[src/rtl/gmpc_pkg.sv]
// Constants, field layouts and carrier types for the count overhead codec.
// Assumes one 10 MHz APB clock domain shared by encoder, decoder and bus.
package gmpc_pkg;

  localparam int CNT_W = 14;
  localparam int CNT10_W = 10;

  // APB byte addresses
  localparam logic [7:0] ADDR_CTRL = 8'h00;
  localparam logic [7:0] ADDR_CNT_MIN = 8'h04;
  localparam logic [7:0] ADDR_CNT_MAX = 8'h08;
  localparam logic [7:0] ADDR_SLOTS = 8'h0c;
  localparam logic [7:0] ADDR_STATUS = 8'h10;
  localparam logic [7:0] ADDR_TX_COUNT = 8'h14;
  localparam logic [7:0] ADDR_RX_COUNT = 8'h18;
  localparam logic [7:0] ADDR_CRC_ERRS = 8'h1c;
  localparam logic [7:0] ADDR_ENT_BITS = 8'h20;
  localparam logic [7:0] ADDR_REM_MAX = 8'h24;

  // Control register fields
  localparam int CTRL_C10_BIT = 0;
  localparam int CTRL_TWO_STATE_BIT = 1;
  localparam int CTRL_CLASS_LSB = 4;
  localparam int CTRL_CLASS_W = 3;

  // Reset values
  localparam logic [7:0] CTRL_RST = 8'h00;
  localparam logic [13:0] CNT_MIN_RST = 14'h0000;
  localparam logic [13:0] CNT_MAX_RST = 14'h3fff;
  localparam logic [6:0] SLOTS_RST = 7'h01;

  // Inversion sets; bit 13 (bit 9 for 10-bit) is the first count bit (MSB), bit 0 the last
  localparam logic [13:0] INV14_P1 = 14'h2aaa;
  localparam logic [13:0] INV14_M1 = 14'h1555;
  localparam logic [13:0] INV14_P2 = 14'h1999;
  localparam logic [13:0] INV14_M2 = 14'h2666;
  localparam logic [13:0] INV10_P1 = 14'h02aa;
  localparam logic [13:0] INV10_M1 = 14'h0259;
  localparam logic [13:0] INV10_P2 = 14'h0165;
  localparam logic [13:0] INV10_M2 = 14'h0196;

  // Count bits that sit in the first control octet, and the full count width masks
  localparam logic [13:0] OCT1_BITS14 = 14'h3fc0;
  localparam logic [13:0] OCT1_BITS10 = 14'h03f0;
  localparam logic [13:0] WIDTH_MASK14 = 14'h3fff;
  localparam logic [13:0] WIDTH_MASK10 = 14'h03ff;

  // Check generators, top term implied
  localparam logic [7:0] CRC8_POLY = 8'h0d;
  localparam logic [5:0] CRC6_POLY = 6'h0d;

  // High-order multi-slot container
  localparam int ENTITY_BITS_PER_SLOT = 128;
  localparam logic [13:0] HO_ENTITY_CAPACITY = 14'd952;

  // Cumulative remainder upper bounds, per rate class
  localparam logic [9:0] REM_MAX_C0 = 10'd7;
  localparam logic [9:0] REM_MAX_C1 = 10'd15;
  localparam logic [9:0] REM_MAX_C2 = 10'd63;
  localparam logic [9:0] REM_MAX_C3 = 10'd255;
  localparam logic [9:0] REM_MAX_C4 = 10'd639;

  typedef struct packed {
    logic [7:0] oct1;
    logic [7:0] oct2;
    logic [7:0] oct3;
  } gmpc_jc_s;

  typedef enum logic [1:0] {
    GMPC_HUNT,
    GMPC_HUNT_STEP,
    GMPC_SYNC
  } gmpc_sink_e;

endpackage : gmpc_pkg

[src/rtl/gmpc_crc.sv]
// Parallel remainder of msg * x^CRC_W modulo the generator, MSB first.
// Purely combinational; the caller registers the result.
`timescale 1ns/1ps
module gmpc_crc #(
  parameter int MSG_W = 16,
  parameter int CRC_W = 8,
  parameter logic [CRC_W-1:0] POLY = '0
) (
  input wire logic [MSG_W-1:0] msg,
  output logic [CRC_W-1:0] crc
);

  always_comb begin
    logic [CRC_W-1:0] r;
    logic fb;
    r = '0;
    fb = 1'b0;
    for (int i = MSG_W - 1; i >= 0; i--) begin
      fb = msg[i] ^ r[CRC_W-1];
      r = {r[CRC_W-2:0], 1'b0} ^ (fb ? POLY : '0);
    end
    crc = r;
  end

endmodule : gmpc_crc

[src/rtl/gmpc_codec.sv]
// Count overhead encoder and decoder with an APB register slave.
// Assumes frame strobes and control octets come from logic on pclk.
//
// Contract
// - Count travels in three control octets, 14-bit or 10-bit by container.
// - Step up by one or two: send previous count inverted, increment flag set.
// - Step down by one or two: send previous count inverted, decrement flag set.
// - Larger change: both flags set, new count sent plain.
// - Unchanged count: both flags cleared.
// - The updated count becomes the reference for the next frame.
// - 14-bit: CRC-8, x^8+x^3+x^2+1, over first two octets, into third.
// - CRC-8 is message times x^8 mod generator, x^7 term sent first.
// - Sink checks 14-bit count: whole 24 bits divide to zero remainder.
// - 10-bit: CRC-6, x^6+x^3+x^2+1, over bits three to eight.
// - CRC-6 message is the 12 bits, MSB first, x^5 term sent first.
// - Sink checks 10-bit count: whole 18 bits divide to zero remainder.
// - Equal flags with good check: adopt received count, become synchronised.
// - Unequal flags with good check: low bits and flags pick hunt state.
// - Six-state hunt uses the two lowest count bits and both flags.
// - Two-state hunt uses only the lowest count bit and both flags.
// - Next frame equal flags with good check: take received count directly.
// - Next frame unequal flags: find step, undo inversion, expect that change.
// - Sent count is held between client minimum and maximum.
// - High-order container: entity is 128 bits per slot, 952 per multiframe.
// - Remainder ranges 0-7, 0-15, 0-63, 0-255, 0-639 by rate class.
// - 14-bit inversion sets: odd, even, 2-3-6-7-10-11-14, 1-4-5-8-9-12-13.
// - 10-bit inversion sets for plus and minus one and two.
// - Bad check, no valid pattern in either octet: keep count, restart hunt.
//
// Chosen here: the APB register port and the address map.
`timescale 1ns/1ps
module gmpc_codec
  import gmpc_pkg::*;
(
  input wire logic pclk,
  input wire logic presetn,
  input wire logic psel,
  input wire logic penable,
  input wire logic pwrite,
  input wire logic [7:0] paddr,
  input wire logic [31:0] pwdata,
  output logic [31:0] prdata,
  output logic pready,
  output logic pslverr,
  input wire logic enc_req,
  input wire logic [13:0] enc_count,
  output gmpc_jc_s tx_jc,
  output logic tx_valid,
  input wire logic rx_valid,
  input wire gmpc_jc_s rx_jc,
  output logic [13:0] rx_count,
  output logic rx_sync,
  output logic rx_update,
  output logic rx_crc_err
);

  typedef struct packed {
    logic [31:0] prdata;
    logic pready;
    logic pslverr;
    logic [7:0] ctrl;
    logic [13:0] cnt_min;
    logic [13:0] cnt_max;
    logic [6:0] slots;
    logic [13:0] prev_count;
    gmpc_jc_s tx_jc;
    logic tx_valid;
    gmpc_sink_e sink_st;
    logic [13:0] rx_count;
    logic [1:0] hunt_lsb;
    logic hunt_inc;
    logic rx_sync;
    logic rx_update;
    logic rx_crc_err;
    logic [15:0] crc_errs;
  } gmpc_state_s;

  gmpc_state_s cur;
  gmpc_state_s next_cur;

  // Pattern index k: bit 0 set means decrement, bit 1 set means a step of two
  function automatic logic [13:0] inv_mask(input logic c10, input logic [1:0] k);
    logic [13:0] m;
    m = '0;
    unique case (k)
      2'd0: m = c10 ? INV10_P1 : INV14_P1;
      2'd1: m = c10 ? INV10_M1 : INV14_M1;
      2'd2: m = c10 ? INV10_P2 : INV14_P2;
      2'd3: m = c10 ? INV10_M2 : INV14_M2;
    endcase
    return m;
  endfunction : inv_mask

  function automatic logic [13:0] apply_step(input logic [13:0] c, input logic [1:0] k,
                                             input logic [13:0] wm);
    logic [13:0] d;
    d = k[1] ? 14'h0002 : 14'h0001;
    return (k[0] ? (c - d) : (c + d)) & wm;
  endfunction : apply_step

  // Frame i+1 candidate is consistent with the bits seen in frame i
  function automatic logic hunt_fits(input logic [13:0] cand, input logic inc0,
                                     input logic [1:0] lsb, input logic two,
                                     input logic c10, input logic [13:0] wm);
    logic hit;
    logic [1:0] k0;
    logic [13:0] seen;
    hit = 1'b0;
    k0 = '0;
    seen = '0;
    for (int j = 0; j < 2; j++) begin
      k0 = {j[0], ~inc0};
      seen = apply_step(cand, {j[0], inc0}, wm) ^ inv_mask(c10, k0);
      if (two ? (seen[0] == lsb[0]) : (seen[1:0] == lsb)) begin
        hit = 1'b1;
      end
    end
    return hit;
  endfunction : hunt_fits

  logic c10;
  logic two_state;
  logic [13:0] wm;
  logic [13:0] oct1_bits;
  logic [13:0] lim_max;
  logic [13:0] tx_cnt;
  logic [13:0] tx_diff;
  logic [13:0] tx_bits;
  logic tx_ii;
  logic tx_di;
  logic [7:0] tx_o1;
  logic [7:0] tx_o2;
  logic [7:0] tx_crc8;
  logic [5:0] tx_crc6;
  logic [13:0] rc;
  logic rx_ii;
  logic rx_di;
  logic [7:0] rx_crc8;
  logic [5:0] rx_crc6;
  logic crc_ok;
  logic [31:0] rd_val;
  logic rd_hit;
  logic [2:0] rclass;
  logic [9:0] rem_max;

  assign c10 = cur.ctrl[CTRL_C10_BIT];
  assign two_state = cur.ctrl[CTRL_TWO_STATE_BIT];
  assign wm = c10 ? WIDTH_MASK10 : WIDTH_MASK14;
  assign oct1_bits = c10 ? OCT1_BITS10 : OCT1_BITS14;
  assign rclass = cur.ctrl[CTRL_CLASS_LSB +: CTRL_CLASS_W];

  // Maximum is bounded by the configured limit and the container capacity
  assign lim_max = (cur.cnt_max > HO_ENTITY_CAPACITY) ? HO_ENTITY_CAPACITY
                                                       : cur.cnt_max;

  // Encoder: clamp, then choose the step code against the reference
  always_comb begin
    tx_cnt = enc_count & wm;
    if (tx_cnt < cur.cnt_min) begin
      tx_cnt = cur.cnt_min;
    end else if (tx_cnt > lim_max) begin
      tx_cnt = lim_max;
    end
    tx_diff = (tx_cnt - cur.prev_count) & wm;
    tx_bits = tx_cnt;
    tx_ii = 1'b1;
    tx_di = 1'b1;
    if (tx_diff == 14'h0000) begin
      tx_bits = cur.prev_count;
      tx_ii = 1'b0;
      tx_di = 1'b0;
    end else if (tx_diff == 14'h0001 || tx_diff == 14'h0002) begin
      tx_bits = cur.prev_count ^ inv_mask(c10, {tx_diff[1], 1'b0});
      tx_ii = 1'b1;
      tx_di = 1'b0;
    end else if (tx_diff == (wm & 14'h3fff) || tx_diff == (wm - 14'h0001)) begin
      tx_bits = cur.prev_count ^ inv_mask(c10, {~tx_diff[0], 1'b1});
      tx_ii = 1'b0;
      tx_di = 1'b1;
    end
    if (c10) begin
      tx_o1 = {2'b00, tx_bits[9:4]};
      tx_o2 = {2'b00, tx_bits[3:0], tx_ii, tx_di};
    end else begin
      tx_o1 = tx_bits[13:6];
      tx_o2 = {tx_bits[5:0], tx_ii, tx_di};
    end
  end

  gmpc_crc #(.MSG_W(16), .CRC_W(8), .POLY(CRC8_POLY)) u_tx_crc8 (
    .msg({tx_o1, tx_o2}),
    .crc(tx_crc8)
  );

  gmpc_crc #(.MSG_W(12), .CRC_W(6), .POLY(CRC6_POLY)) u_tx_crc6 (
    .msg({tx_o1[5:0], tx_o2[5:0]}),
    .crc(tx_crc6)
  );

  // Receive side unpack and check
  assign rc = c10 ? {4'h0, rx_jc.oct1[5:0], rx_jc.oct2[5:2]} : {rx_jc.oct1, rx_jc.oct2[7:2]};
  assign rx_ii = rx_jc.oct2[1];
  assign rx_di = rx_jc.oct2[0];

  gmpc_crc #(.MSG_W(16), .CRC_W(8), .POLY(CRC8_POLY)) u_rx_crc8 (
    .msg({rx_jc.oct1, rx_jc.oct2}),
    .crc(rx_crc8)
  );

  gmpc_crc #(.MSG_W(12), .CRC_W(6), .POLY(CRC6_POLY)) u_rx_crc6 (
    .msg({rx_jc.oct1[5:0], rx_jc.oct2[5:0]}),
    .crc(rx_crc6)
  );

  // Matching the recomputed check equals a zero remainder over all bits
  assign crc_ok = c10 ? (rx_crc6 == rx_jc.oct3[5:0])
                      : (rx_crc8 == rx_jc.oct3);

  always_comb begin
    unique case (rclass)
      3'd0: rem_max = REM_MAX_C0;
      3'd1: rem_max = REM_MAX_C1;
      3'd2: rem_max = REM_MAX_C2;
      3'd3: rem_max = REM_MAX_C3;
      3'd4: rem_max = REM_MAX_C4;
      default: rem_max = '0;
    endcase
  end

  always_comb begin
    rd_hit = 1'b1;
    rd_val = '0;
    unique case (paddr)
      ADDR_CTRL: rd_val = {24'h000000, cur.ctrl};
      ADDR_CNT_MIN: rd_val = {18'h00000, cur.cnt_min};
      ADDR_CNT_MAX: rd_val = {18'h00000, cur.cnt_max};
      ADDR_SLOTS: rd_val = {25'h0000000, cur.slots};
      ADDR_STATUS: rd_val = {30'h00000000, cur.sink_st != GMPC_HUNT, cur.rx_sync};
      ADDR_TX_COUNT: rd_val = {18'h00000, cur.prev_count};
      ADDR_RX_COUNT: rd_val = {18'h00000, cur.rx_count};
      ADDR_CRC_ERRS: rd_val = {16'h0000, cur.crc_errs};
      ADDR_ENT_BITS: rd_val = 32'(ENTITY_BITS_PER_SLOT) * {25'h0000000, cur.slots};
      ADDR_REM_MAX: rd_val = {22'h000000, rem_max};
      default: rd_hit = 1'b0;
    endcase
  end

  always_comb begin
    logic [13:0] diff;
    logic [13:0] cand;
    logic [3:0] m1;
    logic [3:0] m2;
    logic [1:0] k1;
    logic [1:0] k2;
    logic [1:0] kc;
    logic [1:0] nfit;
    logic wr;
    diff = '0;
    cand = '0;
    m1 = '0;
    m2 = '0;
    k1 = '0;
    k2 = '0;
    kc = '0;
    nfit = '0;
    next_cur = cur;
    next_cur.tx_valid = 1'b0;
    next_cur.rx_update = 1'b0;
    next_cur.rx_crc_err = 1'b0;

    // APB: ready rises in the first access cycle, zero wait states
    next_cur.pready = psel & ~penable & ~cur.pready;
    if (psel && !penable) begin
      next_cur.prdata = pwrite ? 32'h00000000 : rd_val;
      next_cur.pslverr = ~rd_hit;
    end
    wr = psel & penable & cur.pready & pwrite;
    if (wr && paddr == ADDR_CTRL) begin
      next_cur.ctrl = pwdata[7:0];
    end
    if (wr && paddr == ADDR_CNT_MIN) begin
      next_cur.cnt_min = pwdata[13:0];
    end
    if (wr && paddr == ADDR_CNT_MAX) begin
      next_cur.cnt_max = pwdata[13:0];
    end
    if (wr && paddr == ADDR_SLOTS) begin
      next_cur.slots = pwdata[6:0];
    end

    if (enc_req) begin
      next_cur.tx_jc.oct1 = tx_o1;
      next_cur.tx_jc.oct2 = tx_o2;
      next_cur.tx_jc.oct3 = c10 ? {2'b00, tx_crc6} : tx_crc8;
      next_cur.tx_valid = 1'b1;
      next_cur.prev_count = tx_cnt;
    end

    if (rx_valid) begin
      diff = (rc ^ cur.rx_count) & wm;
      for (int k = 0; k < 4; k++) begin
        m1[k] = ((diff ^ inv_mask(c10, 2'(k))) & oct1_bits) == 14'h0000;
        m2[k] = ((diff ^ inv_mask(c10, 2'(k))) & wm & ~oct1_bits) == 14'h0000
                && rx_ii == ~k[0] && rx_di == k[0];
      end
      for (int k = 3; k >= 0; k--) begin
        if (m1[k]) begin
          k1 = 2'(k);
        end
        if (m2[k]) begin
          k2 = 2'(k);
        end
      end
      if (!crc_ok && next_cur.crc_errs != 16'hffff) begin
        next_cur.crc_errs = cur.crc_errs + 16'h0001;
      end
      next_cur.rx_crc_err = ~crc_ok;

      if (crc_ok && rx_ii == rx_di) begin
        next_cur.rx_count = rc;
        next_cur.rx_sync = 1'b1;
        next_cur.rx_update = 1'b1;
        next_cur.sink_st = GMPC_SYNC;
      end else if (crc_ok) begin
        if (cur.sink_st == GMPC_SYNC && (m1 & m2) != 4'h0) begin
          next_cur.rx_count = apply_step(cur.rx_count, k2, wm);
          next_cur.rx_update = 1'b1;
        end else if (cur.sink_st == GMPC_HUNT_STEP) begin
          // Try both step sizes in the signalled direction
          for (int j = 0; j < 2; j++) begin
            cand = (rc ^ inv_mask(c10, {j[0], rx_di})) & wm;
            if (hunt_fits(cand, cur.hunt_inc, cur.hunt_lsb, two_state, c10, wm)) begin
              kc = {j[0], rx_di};
              nfit = nfit + 2'd1;
            end
          end
          if (nfit == 2'd1) begin
            cand = (rc ^ inv_mask(c10, kc)) & wm;
            next_cur.rx_count = apply_step(cand, kc, wm);
            next_cur.rx_sync = 1'b1;
            next_cur.rx_update = 1'b1;
            next_cur.sink_st = GMPC_SYNC;
          end else begin
            next_cur.hunt_lsb = rc[1:0];
            next_cur.hunt_inc = rx_ii;
          end
        end else begin
          next_cur.rx_sync = 1'b0;
          next_cur.hunt_lsb = two_state ? {1'b0, rc[0]} : rc[1:0];
          next_cur.hunt_inc = rx_ii;
          next_cur.sink_st = GMPC_HUNT_STEP;
        end
      end else if (cur.sink_st == GMPC_SYNC) begin
        if (m1 != 4'h0 && m2 != 4'h0) begin
          if (k1 == k2) begin
            next_cur.rx_count = apply_step(cur.rx_count, k1, wm);
            next_cur.rx_update = 1'b1;
          end else begin
            next_cur.rx_sync = 1'b0;
            next_cur.sink_st = GMPC_HUNT;
          end
        end else if (m1 != 4'h0 || m2 != 4'h0) begin
          next_cur.rx_count = apply_step(cur.rx_count, (m1 != 4'h0) ? k1 : k2, wm);
          next_cur.rx_update = 1'b1;
        end else begin
          next_cur.rx_sync = 1'b0;
          next_cur.sink_st = GMPC_HUNT;
        end
      end
    end
  end

  always_ff @(posedge pclk or negedge presetn) begin
    if (!presetn) begin
      cur <= '0;
      cur.ctrl <= CTRL_RST;
      cur.cnt_min <= CNT_MIN_RST;
      cur.cnt_max <= CNT_MAX_RST;
      cur.slots <= SLOTS_RST;
      cur.sink_st <= GMPC_HUNT;
    end else begin
      cur <= next_cur;
    end
  end

  assign prdata = cur.prdata;
  assign pready = cur.pready;
  assign pslverr = cur.pslverr;
  assign tx_jc = cur.tx_jc;
  assign tx_valid = cur.tx_valid;
  assign rx_count = cur.rx_count;
  assign rx_sync = cur.rx_sync;
  assign rx_update = cur.rx_update;
  assign rx_crc_err = cur.rx_crc_err;

endmodule : gmpc_codec

[config.mk]
export PLATFORM = sky130hd
export DESIGN_NAME = gmpc_codec
export DESIGN_NICKNAME = d
export VERILOG_FILES = /design/src/rtl/gmpc_pkg.sv /design/src/rtl/gmpc_crc.sv /design/src/rtl/gmpc_codec.sv
export SDC_FILE = /design/constraint.sdc
export NUM_CORES = 1
export LEC_CHECK = 0
export ABC_AREA = 1
export CAP_MARGIN = 20
export CELL_PAD_IN_SITES_DETAIL_PLACEMENT = 0
export CELL_PAD_IN_SITES_GLOBAL_PLACEMENT = 1
export CORE_UTILIZATION = 50
export DETAILED_ROUTE_END_ITERATION = 8
export DONT_BUFFER_PORTS = 1
export PLACE_DENSITY = 0.94
export SKIP_LAST_GASP = 1
export SYNTH_ARGS = -nofsm -noshare
export SYNTH_HDL_FRONTEND = slang
export SYNTH_SLANG_ARGS = --single-unit
[constraint.sdc]
create_clock -name pclk -period 8.7 [get_ports pclk]
set_clock_uncertainty 0.1 [all_clocks]
set_input_delay 1.305 -clock pclk [delete_from_list [all_inputs] [get_ports pclk]]
set_output_delay 1.305 -clock pclk [all_outputs]
set_load 0.02 [all_outputs]
==> key figures, run 1 <==
Status
  – Status: complete, no violations

STA
  – Actual slew at the worst max-slew pin: ~0.96 ns
  – Worst-case headroom to the max-slew limit: 35.6%
  – Fin Setup TNS: 0 ns
  – Crit path setup slack, layout: about 0.9 ns
  – Unrepaired setup endpoints after global routing: no
  – Final setup violation count: 0
  – Share of the clock period used by the worst path after layout: about nine tenths
  – Pins over their slew limit: 0
  – Shortest clock period the worst path allows after layout: 7.81 ns
  – Endpoints failing hold: 0
  – Max frequency: approximately 130 MHz

Synthesis
  – Post-Syn Area per Cell: just under 7 sq um
  – Proportion of synthesized flip-flops having asynchronous set or reset: between 90% and 100%
  – Sequential area share after synthesis: between 20% and 30%
  – Syn Inst Count: ~2,100
  – Top post-synthesis cells by area: dfrtp_1, nand2_1, ha_1
  – Flip-flop and latch count after synthesis: 138
  – Cell taking the most area after synthesis: dfrtp_1
  – Top cell type's share of synthesized area: a little over a fifth
  – Most numerous cell types in the synthesized netlist: nand2_1, inv_1, o21ai_0
  – Synth cell types: 61
  – Dominant synthesized flop cell: dfrtp_1
  – Netlist Area Pre-Place: between 0.01 and 0.015 sq mm
  – Number of synthesized flops with an enable pin: 0
  – Most common cell in the synthesized netlist: nand2_1
  – Synth warn: 0

Pwr
  – Switching component of the power: approximately 1.8 mW
  – Max rail drop VDD: ~0.14 mV
  – Internal power summed over all cells: approximately 1.9 mW
  – Combinational power share: 55.8%
  – Sequential share of power: between 20 and 25%
  – Clock network fraction of design power: approximately a fifth
  – Sw Share: 49.2%
  – Static leakage power: between 7 and 8 nW
  – Total power divided by cell area: between 200 and 250 mW/mm^2

Route
  – ANT nets after route: 0
  – Final routed wire length divided by cell count: 17.2 um
  – Detailed Routing Iterations Pass 1: 8
  – Via count normalized by instance count: approximately 5.6
  – Sum of routed wire length over all layers: ~42,000 um
  – Total vias in the final route: 13,500
  – Iteration-0 DRC count of the detailed router: 1,138
  – DR DRC count: 0

Job
  – Max-cap viol count: 0

Placement
  – Total half-perimeter wirelength after legalization and detailed placement: about 33,000 um
  – RePlAce Congestion: around 0.94
  – Place WS: 1.02 ns
  – Count of input and output buffers: 0

Clocking
  – Setup Buffers After CTS: 0
  – Number of hold-repair buffers added at the cts stage: 0
  – Clock sink count: roughly 140
  – Count of instances resized after the clock tree is built: 0
  – Depth of the CTS H-tree: 4
  – Clk_lat worst skew: 0.45 ns
  – CTS tree: built
  – Max Root-Sink Buffers: 2
  – Clock transition at path regs: 0.07 ns
  – Cell at the root of the clock tree: clkbuf_16
  – Total CTS buffers: 17

Floorplan
  – Initial core utilization: 51.4%
  – I/O pin count: between 150 and 200
  – Core Region: roughly 0.028 sq mm
  – Die Y: between 150 and 200 um
  – Floorplan die width: between 150 and 200 um
  – Number of rows created at floorplan: a little over 60
  – Die footprint: 0.0295 sq mm

Critical path
  – Setup Crit Path Kind: reg2reg
  – Crit path capture type: register
  – Slowest cell on crit path: dfstp_2
  – Startpoint class of the critical path: register
  – WP data arrival: ~8 ns
  – Maximum fanout encountered on the critical timing path: 17
  – Maximum cell stage delay along the critical path: 0.59 ns
  – Register-to-register path setup slack: a little under 0.9 ns
  – Data required, critical path: between 8 and 9 ns
  – Library cell appearing most often on the critical path: nand2_1

Global route
  – Final global-route overflow total: 0
  – Global-route wire length before repair: approximately 66,000 um
  – Vias in the first global route: 12,600
  – Overall Global Routing Usage: approximately 29%
  – Initial antenna violation count: 0
  – Pin count of the biggest net entering global routing: ~140

Final layout
  – Layout-stage area growth over the synthesis result: 2.47%
  – Net total in the final layout: 2,224
  – Final core area utilization: approximately 53%
  – Fraction of layout cells with a size suffix above 1: around 7.0%
  – Number of antenna diodes: 0

Min path
  – Worst min-delay path category: reg2reg
==> metal layers <==
layer | global-route usage (%) | vias to the layer above | wire length [um]
met4 | 9.50 | 0 | 999
met5 | 0 | - | 0
met1 | 38.7 | 6302 | 18700
met2 | 46.8 | 477 | 19000
li1 | - | 6697 | -
met3 | 5.65 | 64 | 3240
==> power by group through the flow <==
stage	clock network (mW)	registers, mW	logic [mW]
after floorplan	0	0.802	1.74
after global placement	0	0.891	1.97
after detailed placement	0	0.895	2.01
after CTS	0.744	0.885	2.03
after global routing	0.769	0.897	2.31
final	0.739	0.885	2.05
==> path summary, 6_finish.rpt <==
| kind | startpoint | end | cells after the start |
|---|---|---|---|
| min | cur[105]$_DFFE_PN0P_ | cur[105]$_DFFE_PN0P_ | 2 |
| min in group asynchronous | presetn | tx_jc[6]$_DFFE_PN0P_ | 0 |
| min reg2reg | cur[105]$_DFFE_PN0P_ | cur[105]$_DFFE_PN0P_ | 2 |
| max | cur[92]$_DFFE_PN1P_ | tx_jc[4]$_DFFE_PN0P_ | 48 |
| max in group asynchronous | presetn | cur[96]$_DFFE_PN1P_ | 0 |
| max reg2reg | cur[92]$_DFFE_PN1P_ | tx_jc[4]$_DFFE_PN0P_ | 48 |
==> per-stage QoR <==
step | power (mW) | std cells | hold slack [ns] | area [sq um]
after floorplan | 2.54 | 2148 | 0.350 | 14500
final | 3.67 | 2438 | 0.390 | 14800
after global routing | 3.97 | 2438 | 0.416 | 14800
after global placement | 2.86 | 2406 | 0.365 | 14200
after detailed placement | 2.91 | 2406 | 0.374 | 14200
after CTS | 3.66 | 2438 | 0.390 | 14800
==> area by class of cell <==
cell class	instances	area, sq um
clock buffer	17	425
clock inverter	15	174
fill	2881	13300
inverter	277	1040
multi-input combinational	1607	9160
sequential	138	3470
tap	378	473
timing repair buffer	6	45.0
==> logic make-up after synthesis <==
| group | after synthesis | synth area share, % |
|---|---|---|
| AOI/OAI and AO/OA | 374 | 15.3 |
| xor gates and xnor gates | 175 | 11.1 |
| adders and majority gates | 92 | 8.19 |
| buffers and inverters | 403 | 13.0 |
| DFF | 138 | 24.1 |
| muxes | 3 | 0.208 |
| other | 2 | 0.0520 |
| and+or+nand+nor | 943 | 28.2 |
==> flip-flops by register name, indices dropped and copies added, names as in the netlist <==
| signal | count |
|---|---|
| tx_valid | 1 |
| rx_crc_err | 1 |
| prdata | 16 |
| cur | 77 |
| rx_sync | 1 |
| rx_count | 14 |
| tx_jc | 24 |
| pready | 1 |
| pslverr | 1 |
| rx_update | 1 |
| c10 | 1 |
==> worst max-delay path, delay by kind of cell, from the launching register on <==
| family | cells | cell delay, ns |
|---|---|---|
| fa+ha+maj | 3 | 0.99 |
| xor+xnor | 1 | 0.30 |
| simple gates | 34 | 3.87 |
| flops | 1 | 0.59 |
| buf+inv | 6 | 1.15 |
| compound gates | 4 | 0.66 |
==> cell usage in the layout (no fill, tap or decap), drive strengths merged, types with 6 or more instances in the layout <==
| cell | instances |
|---|---|
| xnor2 | 58 |
| xor2 | 117 |
| dfstp | 15 |
| o31ai | 7 |
| o211ai | 15 |
| a2111oi | 6 |
| ha | 88 |
| nand3 | 160 |
| o2111ai | 6 |
| dfrtp | 123 |
| a22o | 6 |
| conb | 20 |
| a21oi | 89 |
| buf | 6 |
| o221ai | 7 |
| o21ai | 186 |
| nor2 | 130 |
| inv | 279 |
| o22ai | 27 |
| clkbuf | 17 |
| nand2 | 597 |
| nand4 | 22 |
| nor3 | 17 |
| clkinv | 11 |
| nor4 | 7 |
(Power assumes the default switching activity.)
==> run 2: changes to the inputs <==
--- a/config.mk
+++ b/config.mk
@@ -9,10 +9,12 @@
 export CAP_MARGIN = 20
 export CELL_PAD_IN_SITES_DETAIL_PLACEMENT = 0
 export CELL_PAD_IN_SITES_GLOBAL_PLACEMENT = 1
+export CORE_ASPECT_RATIO = 1.75
 export CORE_UTILIZATION = 50
 export DETAILED_ROUTE_END_ITERATION = 8
 export DONT_BUFFER_PORTS = 1
 export PLACE_DENSITY = 0.94
+export RECOVER_POWER = 100
 export SKIP_LAST_GASP = 1
 export SYNTH_ARGS = -nofsm -noshare
 export SYNTH_HDL_FRONTEND = slang
==> run 2 against run 1 <==
Net effect:
- worst hold slack hardly changed
- the run now ends with max-capacitance violations, max-slew violations left
- largest power group unchanged
- utilization is 0.41 points lower
- largest cell class unchanged
- flip-flop and latch count stayed put
- clock power is 3% higher
==> key figures, run 2 (synthesized netlist as in run 1, its figures left out) <==
Status
  – Status: finished with violations
  – Failing checks: max-capacitance violations, max-slew violations

Critical path
  – Maximum fanout encountered on the critical timing path: 16
  – Crit path capture type: register
  – Data required, critical path: between 8 and 9 ns
  – Startpoint class of the critical path: register
  – Maximum cell stage delay along the critical path: 0.61 ns
  – Slowest cell on crit path: dfstp_1
  – Library cell appearing most often on the critical path: nand2_1
  – WP data arrival: around 8.1 ns
  – Setup Crit Path Kind: reg2reg

Final layout
  – Most common cell after layout, fill and taps aside: nand2_1
  – Register ranked first by flip-flop count: cur
  – Number of fill cells: between 2,000 and 3,000
  – Most used cells in the layout excluding fill and tap cells: nand2_1, inv_1, o21ai_0, nand3_1, nor2_1
  – Layout-stage area growth over the synthesis result: 1.99%
  – Fraction of layout cells with a size suffix above 1: under 10%
  – Flip-flop count of the largest register after layout: slightly below 80
  – Net total in the final layout: around 2,200
  – Number of antenna diodes: 0

Global route
  – Pin count of the biggest net entering global routing: approximately 140
  – Vias in the first global route: 13,300
  – Overall Global Routing Usage: between 30% and 40%
  – Final global-route overflow total: 0
  – Initial antenna violation count: 0
  – Global-route wire length before repair: roughly 68,000 um

Clocking
  – CTS tree: built
  – Clock sink count: between 100 and 150
  – Depth of the CTS H-tree: 4
  – Number of hold-repair buffers added at the cts stage: 0
  – Max Root-Sink Buffers: 2
  – Cell at the root of the clock tree: clkbuf_16
  – Clock transition at path regs: 0.06 ns
  – Clk_lat worst skew: 0.46 ns
  – Setup Buffers After CTS: 0
  – Total CTS buffers: 17
  – Count of instances resized after the clock tree is built: 0

Route
  – Sum of routed wire length over all layers: about 43,000 um
  – Detailed Routing Iterations Pass 1: 5
  – Final routed wire length divided by cell count: between 15 and 20 um
  – Via count normalized by instance count: about 5.5
  – ANT nets after route: 0
  – DR DRC count: 0
  – Iteration-0 DRC count of the detailed router: just under 800
  – Total vias in the final route: roughly 13,000

Floorplan
  – Die Y: about 230 um
  – Core Region: 0.0282 sq mm
  – Floorplan die width: approximately 130 um
  – I/O pin count: about 160
  – Initial core utilization: between 50% and 60%
  – Die footprint: 0.0296 sq mm
  – Number of rows created at floorplan: approximately 80

Placement
  – Count of input and output buffers: 0
  – Total half-perimeter wirelength after legalization and detailed placement: 34,300 um
  – RePlAce Congestion: about 1

Min path
  – Worst min-delay path category: reg2reg

STA
  – Smallest hold slack: around 0.39 ns
  – Max frequency: approximately 130 MHz
  – Shortest clock period the worst path allows after layout: a little under 8 ns
  – Share of the clock period used by the worst path after layout: 90.8%
  – Unrepaired setup endpoints after global routing: no
  – Worst-case headroom to the max-slew limit: -20.5%
  – Pins over their slew limit: 29
  – Fin Setup TNS: 0 ns
  – Endpoints failing hold: 0
  – Actual slew at the worst max-slew pin: between 1.5 and 2 ns
  – Final setup violation count: 0

Job
  – Max-cap viol count: 1

Pwr
  – Max rail drop VDD: 0.167 mV
  – Static leakage power: 7.43 nW
  – Total power divided by cell area: approximately 250 mW/mm^2
run 2: stage by stage:
step | setup WS [ns] | power (mW) | instances | instance area, sq um | util [%]
after floorplan | 2.69 | 2.54 | 2148 | 14500 | -
after global placement | 1.08 | 2.89 | 2402 | 14200 | 50.4
after detailed placement | 0.995 | 2.92 | 2402 | 14200 | 50.4
after CTS | 0.961 | 3.70 | 2434 | 14800 | 52.5
after global routing | 0.0743 | 4.01 | 2434 | 14700 | 52.2
final | 0.800 | 3.69 | 2434 | 14700 | 52.2
run 2: metal layers:
metal / vias to the layer above / wire length, um / GRT usage [%]
met3: 147 / 2300 / 5.99
met4: 0 / 2850 / 20.6
met2: 423 / 22200 / 55.4
met1: 6214 / 15800 / 30.7
met5: - / 0 / 0
li1: 6693 / - / -
run 2: critical path: cells and delay by family, from the launching register on:
family	cells	cell delay (ns)
compound gates	3	0.45
xor+xnor	1	0.17
fa+ha+maj	3	0.98
buf+inv	7	0.82
flops	1	0.61
simple gates	37	4.62
run 2: worst paths after layout:
path / startpoint / end / slack, ns / cells past startpoint
hold reg to reg: cur[108]$_DFFE_PN0P_ / cur[108]$_DFFE_PN0P_ / 0.39 / 2
setup reg to reg: cur[92]$_DFFE_PN1P_ / tx_jc[4]$_DFFE_PN0P_ / 0.80 / 51
setup / recovery: cur[92]$_DFFE_PN1P_ / tx_jc[4]$_DFFE_PN0P_ / 0.80 / 51
hold / removal: cur[108]$_DFFE_PN0P_ / cur[108]$_DFFE_PN0P_ / 0.39 / 2
max in group asynchronous: presetn / cur[87]$_DFFE_PN1P_ / 7.73 / 0
min in group asynchronous: presetn / tx_jc[11]$_DFFE_PN0P_ / 0.44 / 0
run 2: power breakdown:
group	internal (mW)	switching, mW	total [mW]
sequential	0.728	0.158	0.886
combinational	0.742	1.30	2.05
clock	0.431	0.327	0.758
run 2: final cells by class:
type	instances	area, sq um	share of cell area (%)
repair buffers	7	52.6	0.357
inverters	277	1040	7.06
clock inverters	11	90.1	0.612
clock buffers	21	514	3.49
well taps	373	467	3.17
multi-input cells	1607	9080	61.7
flip-flops and latches	138	3470	23.6
==> run 3: changes to the inputs <==
--- a/config.mk
+++ b/config.mk
@@ -10,10 +10,10 @@
 export CELL_PAD_IN_SITES_DETAIL_PLACEMENT = 0
 export CELL_PAD_IN_SITES_GLOBAL_PLACEMENT = 1
 export CORE_ASPECT_RATIO = 1.75
-export CORE_UTILIZATION = 50
+export CORE_UTILIZATION = 43
 export DETAILED_ROUTE_END_ITERATION = 8
 export DONT_BUFFER_PORTS = 1
-export PLACE_DENSITY = 0.94
+export PLACE_DENSITY = 0.87
 export RECOVER_POWER = 100
 export SKIP_LAST_GASP = 1
 export SYNTH_ARGS = -nofsm -noshare
==> constraint.sdc (replaced) <==
create_clock -name pclk -period 6.5 [get_ports pclk]
set_clock_uncertainty 0.1 [all_clocks]
set_input_delay 0.975 -clock pclk [delete_from_list [all_inputs] [get_ports pclk]]
set_output_delay 0.975 -clock pclk [all_outputs]
set_load 0.02 [all_outputs]
==> run 3 against run 2 <==
Net effect:
- sequential share of layout area shrank 3.3 points
- critical path type unchanged
- setup slack lost 0.63 ns
- the run now ends clean
- count of clock-buffer cells in the layout shrank 3
==> key figures, run 3 (synthesized netlist as in run 1, its figures left out) <==
Global route
  – Initial antenna violation count: 0
  – Pin count of the biggest net entering global routing: ~140
  – Vias in the first global route: 14,100
  – Final global-route overflow total: 0
  – Global-route wire length before repair: approximately 74,000 um
  – Overall Global Routing Usage: ~28%

Pwr
  – Static leakage power: ~8.5 nW
  – Total power divided by cell area: 314 mW/mm^2
  – Total Power Consumption: 5.37 mW
  – Max rail drop VDD: 0.210 mV

Critical path
  – Maximum fanout encountered on the critical timing path: 6
  – Library cell appearing most often on the critical path: nand2_1
  – Slowest cell on crit path: dfstp_2
  – Crit path depth: between 50 and 60
  – Crit path capture type: register
  – WP data arrival: about 6.6 ns
  – Worst reg2reg endpoint: tx_jc[0]$_DFFE_PN0P_
  – Setup Crit Path Kind: reg2reg
  – Startpoint class of the critical path: register
  – Maximum cell stage delay along the critical path: roughly 0.54 ns
  – Start point of the critical path: cur[93]$_DFFE_PN1P_
  – Register-to-register path setup slack: around 0.17 ns
  – Destination of the critical timing path: tx_jc[0]$_DFFE_PN0P_
  – Kind of cell adding the most delay to the critical path: simple AND/OR/NAND/NOR gates
  – Combined buffer and inverter count along the critical path: 10
  – Cell count of the worst reg-to-reg path: 53
  – Data required, critical path: between 6 and 7 ns
  – Startpoint of the worst register-to-register path: cur[93]$_DFFE_PN1P_

Final layout
  – Register ranked first by flip-flop count: cur
  – Finished Layout Cells: roughly 2,700
  – Fraction of layout cells with a size suffix above 1: ~22%
  – Most used cells in the layout excluding fill and tap cells: nand2_1, inv_1, buf_4, o21ai_0, nand3_1
  – Total non-filler cell area in the finished layout: around 0.017 sq mm
  – Layout-stage area growth over the synthesis result: 18.6%
  – Final core area utilization: between 50% and 60%
  – Most common cell after layout, fill and taps aside: nand2_1
  – Number of antenna diodes: 0
  – Flip-flop count of the largest register after layout: between 70 and 80
  – Net total in the final layout: 2,412

STA
  – Worst-case headroom to the max-slew limit: 34.5%
  – Unrepaired setup endpoints after global routing: yes
  – Final setup violation count: 0
  – Endpoints failing hold: 0
  – Shortest clock period the worst path allows after layout: 6.33 ns
  – Max frequency: approximately 160 MHz
  – Pins over their slew limit: 0
  – Share of the clock period used by the worst path after layout: between 90% and 100%
  – Actual slew at the worst max-slew pin: approximately 1 ns
  – Fin Setup TNS: 0 ns

Floorplan
  – Floorplan die width: approximately 140 um
  – Core Region: 0.0330 sq mm
  – Number of rows created at floorplan: 88
  – Initial core utilization: around 44%
  – I/O pin count: between 150 and 200
  – Die Y: 244 um
  – Die footprint: roughly 0.034 sq mm

Clocking
  – Cell at the root of the clock tree: clkbuf_16
  – Number of hold-repair buffers added at the cts stage: 0
  – Depth of the CTS H-tree: 4
  – CTS tree: built
  – Clock sink count: approximately 140
  – Max Root-Sink Buffers: 2
  – Total CTS buffers: 17
  – Clock transition at path regs: roughly 0.06 ns
  – Clk_lat worst skew: between 0.4 and 0.5 ns

Route
  – ANT nets after route: 0
  – Iteration-0 DRC count of the detailed router: slightly below 700
  – Via count normalized by instance count: around 5.4
  – Detailed Routing Iterations Pass 1: 5
  – Final routed wire length divided by cell count: approximately 18 um
  – DR DRC count: 0
  – Total vias in the final route: around 14,000
  – Sum of routed wire length over all layers: roughly 48,000 um

Placement
  – Total half-perimeter wirelength after legalization and detailed placement: approximately 38,000 um
  – Placed cell count: approximately 2,600
  – Count of input and output buffers: 0
  – Cell area reported after detailed placement: around 0.015 sq mm
  – RePlAce Congestion: between 0.9 and 1

Status
  – Status: complete, no violations

Job
  – Max-cap viol count: 0

Min path
  – Worst min-delay path category: in2async
==> run 3: per-layer routing <==
metal	GRT usage (%)	part of all wire (%)
met5	0	0
met4	15.9	6.6
met3	4.66	4.5
met2	53.4	53
met1	28.4	36
==> run 3: area by class of cell <==
class	instances	area (sq um)
Fill cell	3281	15900
Multi-Input combinational cell	1608	10000
Sequential cell	138	3470
Timing Repair Buffer	193	1510
Inverter	277	1050
Tap cell	405	507
Clock buffer	18	439
Clock inverter	14	130
==> run 3: power by group <==
part           total [mW]  switching [mW]  internal, mW
clock               0.955           0.439         0.515
sequential           1.19           0.215         0.974
combinational        3.23            1.93          1.30
total                5.37            2.59          2.79
==> run 3: worst min path at each step <==
stage,start,to,slack (ns),cells after the start
floorplan,tx_jc[4]$_DFFE_PN0P_,tx_jc[4]$_DFFE_PN0P_,0.35,2
global placement,cur[114]$_DFFE_PN0P_,cur[114]$_DFFE_PN0P_,0.37,2
detailed placement,cur[82]$_DFFE_PN0P_,cur[82]$_DFFE_PN0P_,0.38,2
CTS,presetn,rx_count[4]$_DFFE_PN0P_,0.11,0
global route,presetn,prdata[9]$_DFFE_PN0P_,0.11,0
finish,presetn,rx_count[4]$_DFFE_PN0P_,0.12,0
==> run 3: through the flow <==
step	hold slack, ns	setup slack (ns)
2_1_floorplan	0.350	0.602
3_3_place_gp	0.366	-0.333
3_5_place_dp	0.376	-0.418
4_1_cts	0.112	-0.0119
5_1_grt	0.108	-0.310
6_report	0.125	0.174
==> run 3: what timing repair did <==
item | CTS | global route
buffers inserted | 7 | 31
gates resized for setup | 46 | 191
setup endpoints to repair | 8 | 11
cloned | 1 | 3
pin swaps | 12 | 55
==> run 3: worst register-to-register path, delay by kind of cell, from the launching register on <==
kind	cells	cell delay, ns
AOI/OAI and AO/OA	3	0.27
adders and majority gates	3	0.89
and+or+nand+nor	36	3.18
DFF	1	0.54
xor gates and xnor gates	1	0.19
buffers and inverters	10	1.04
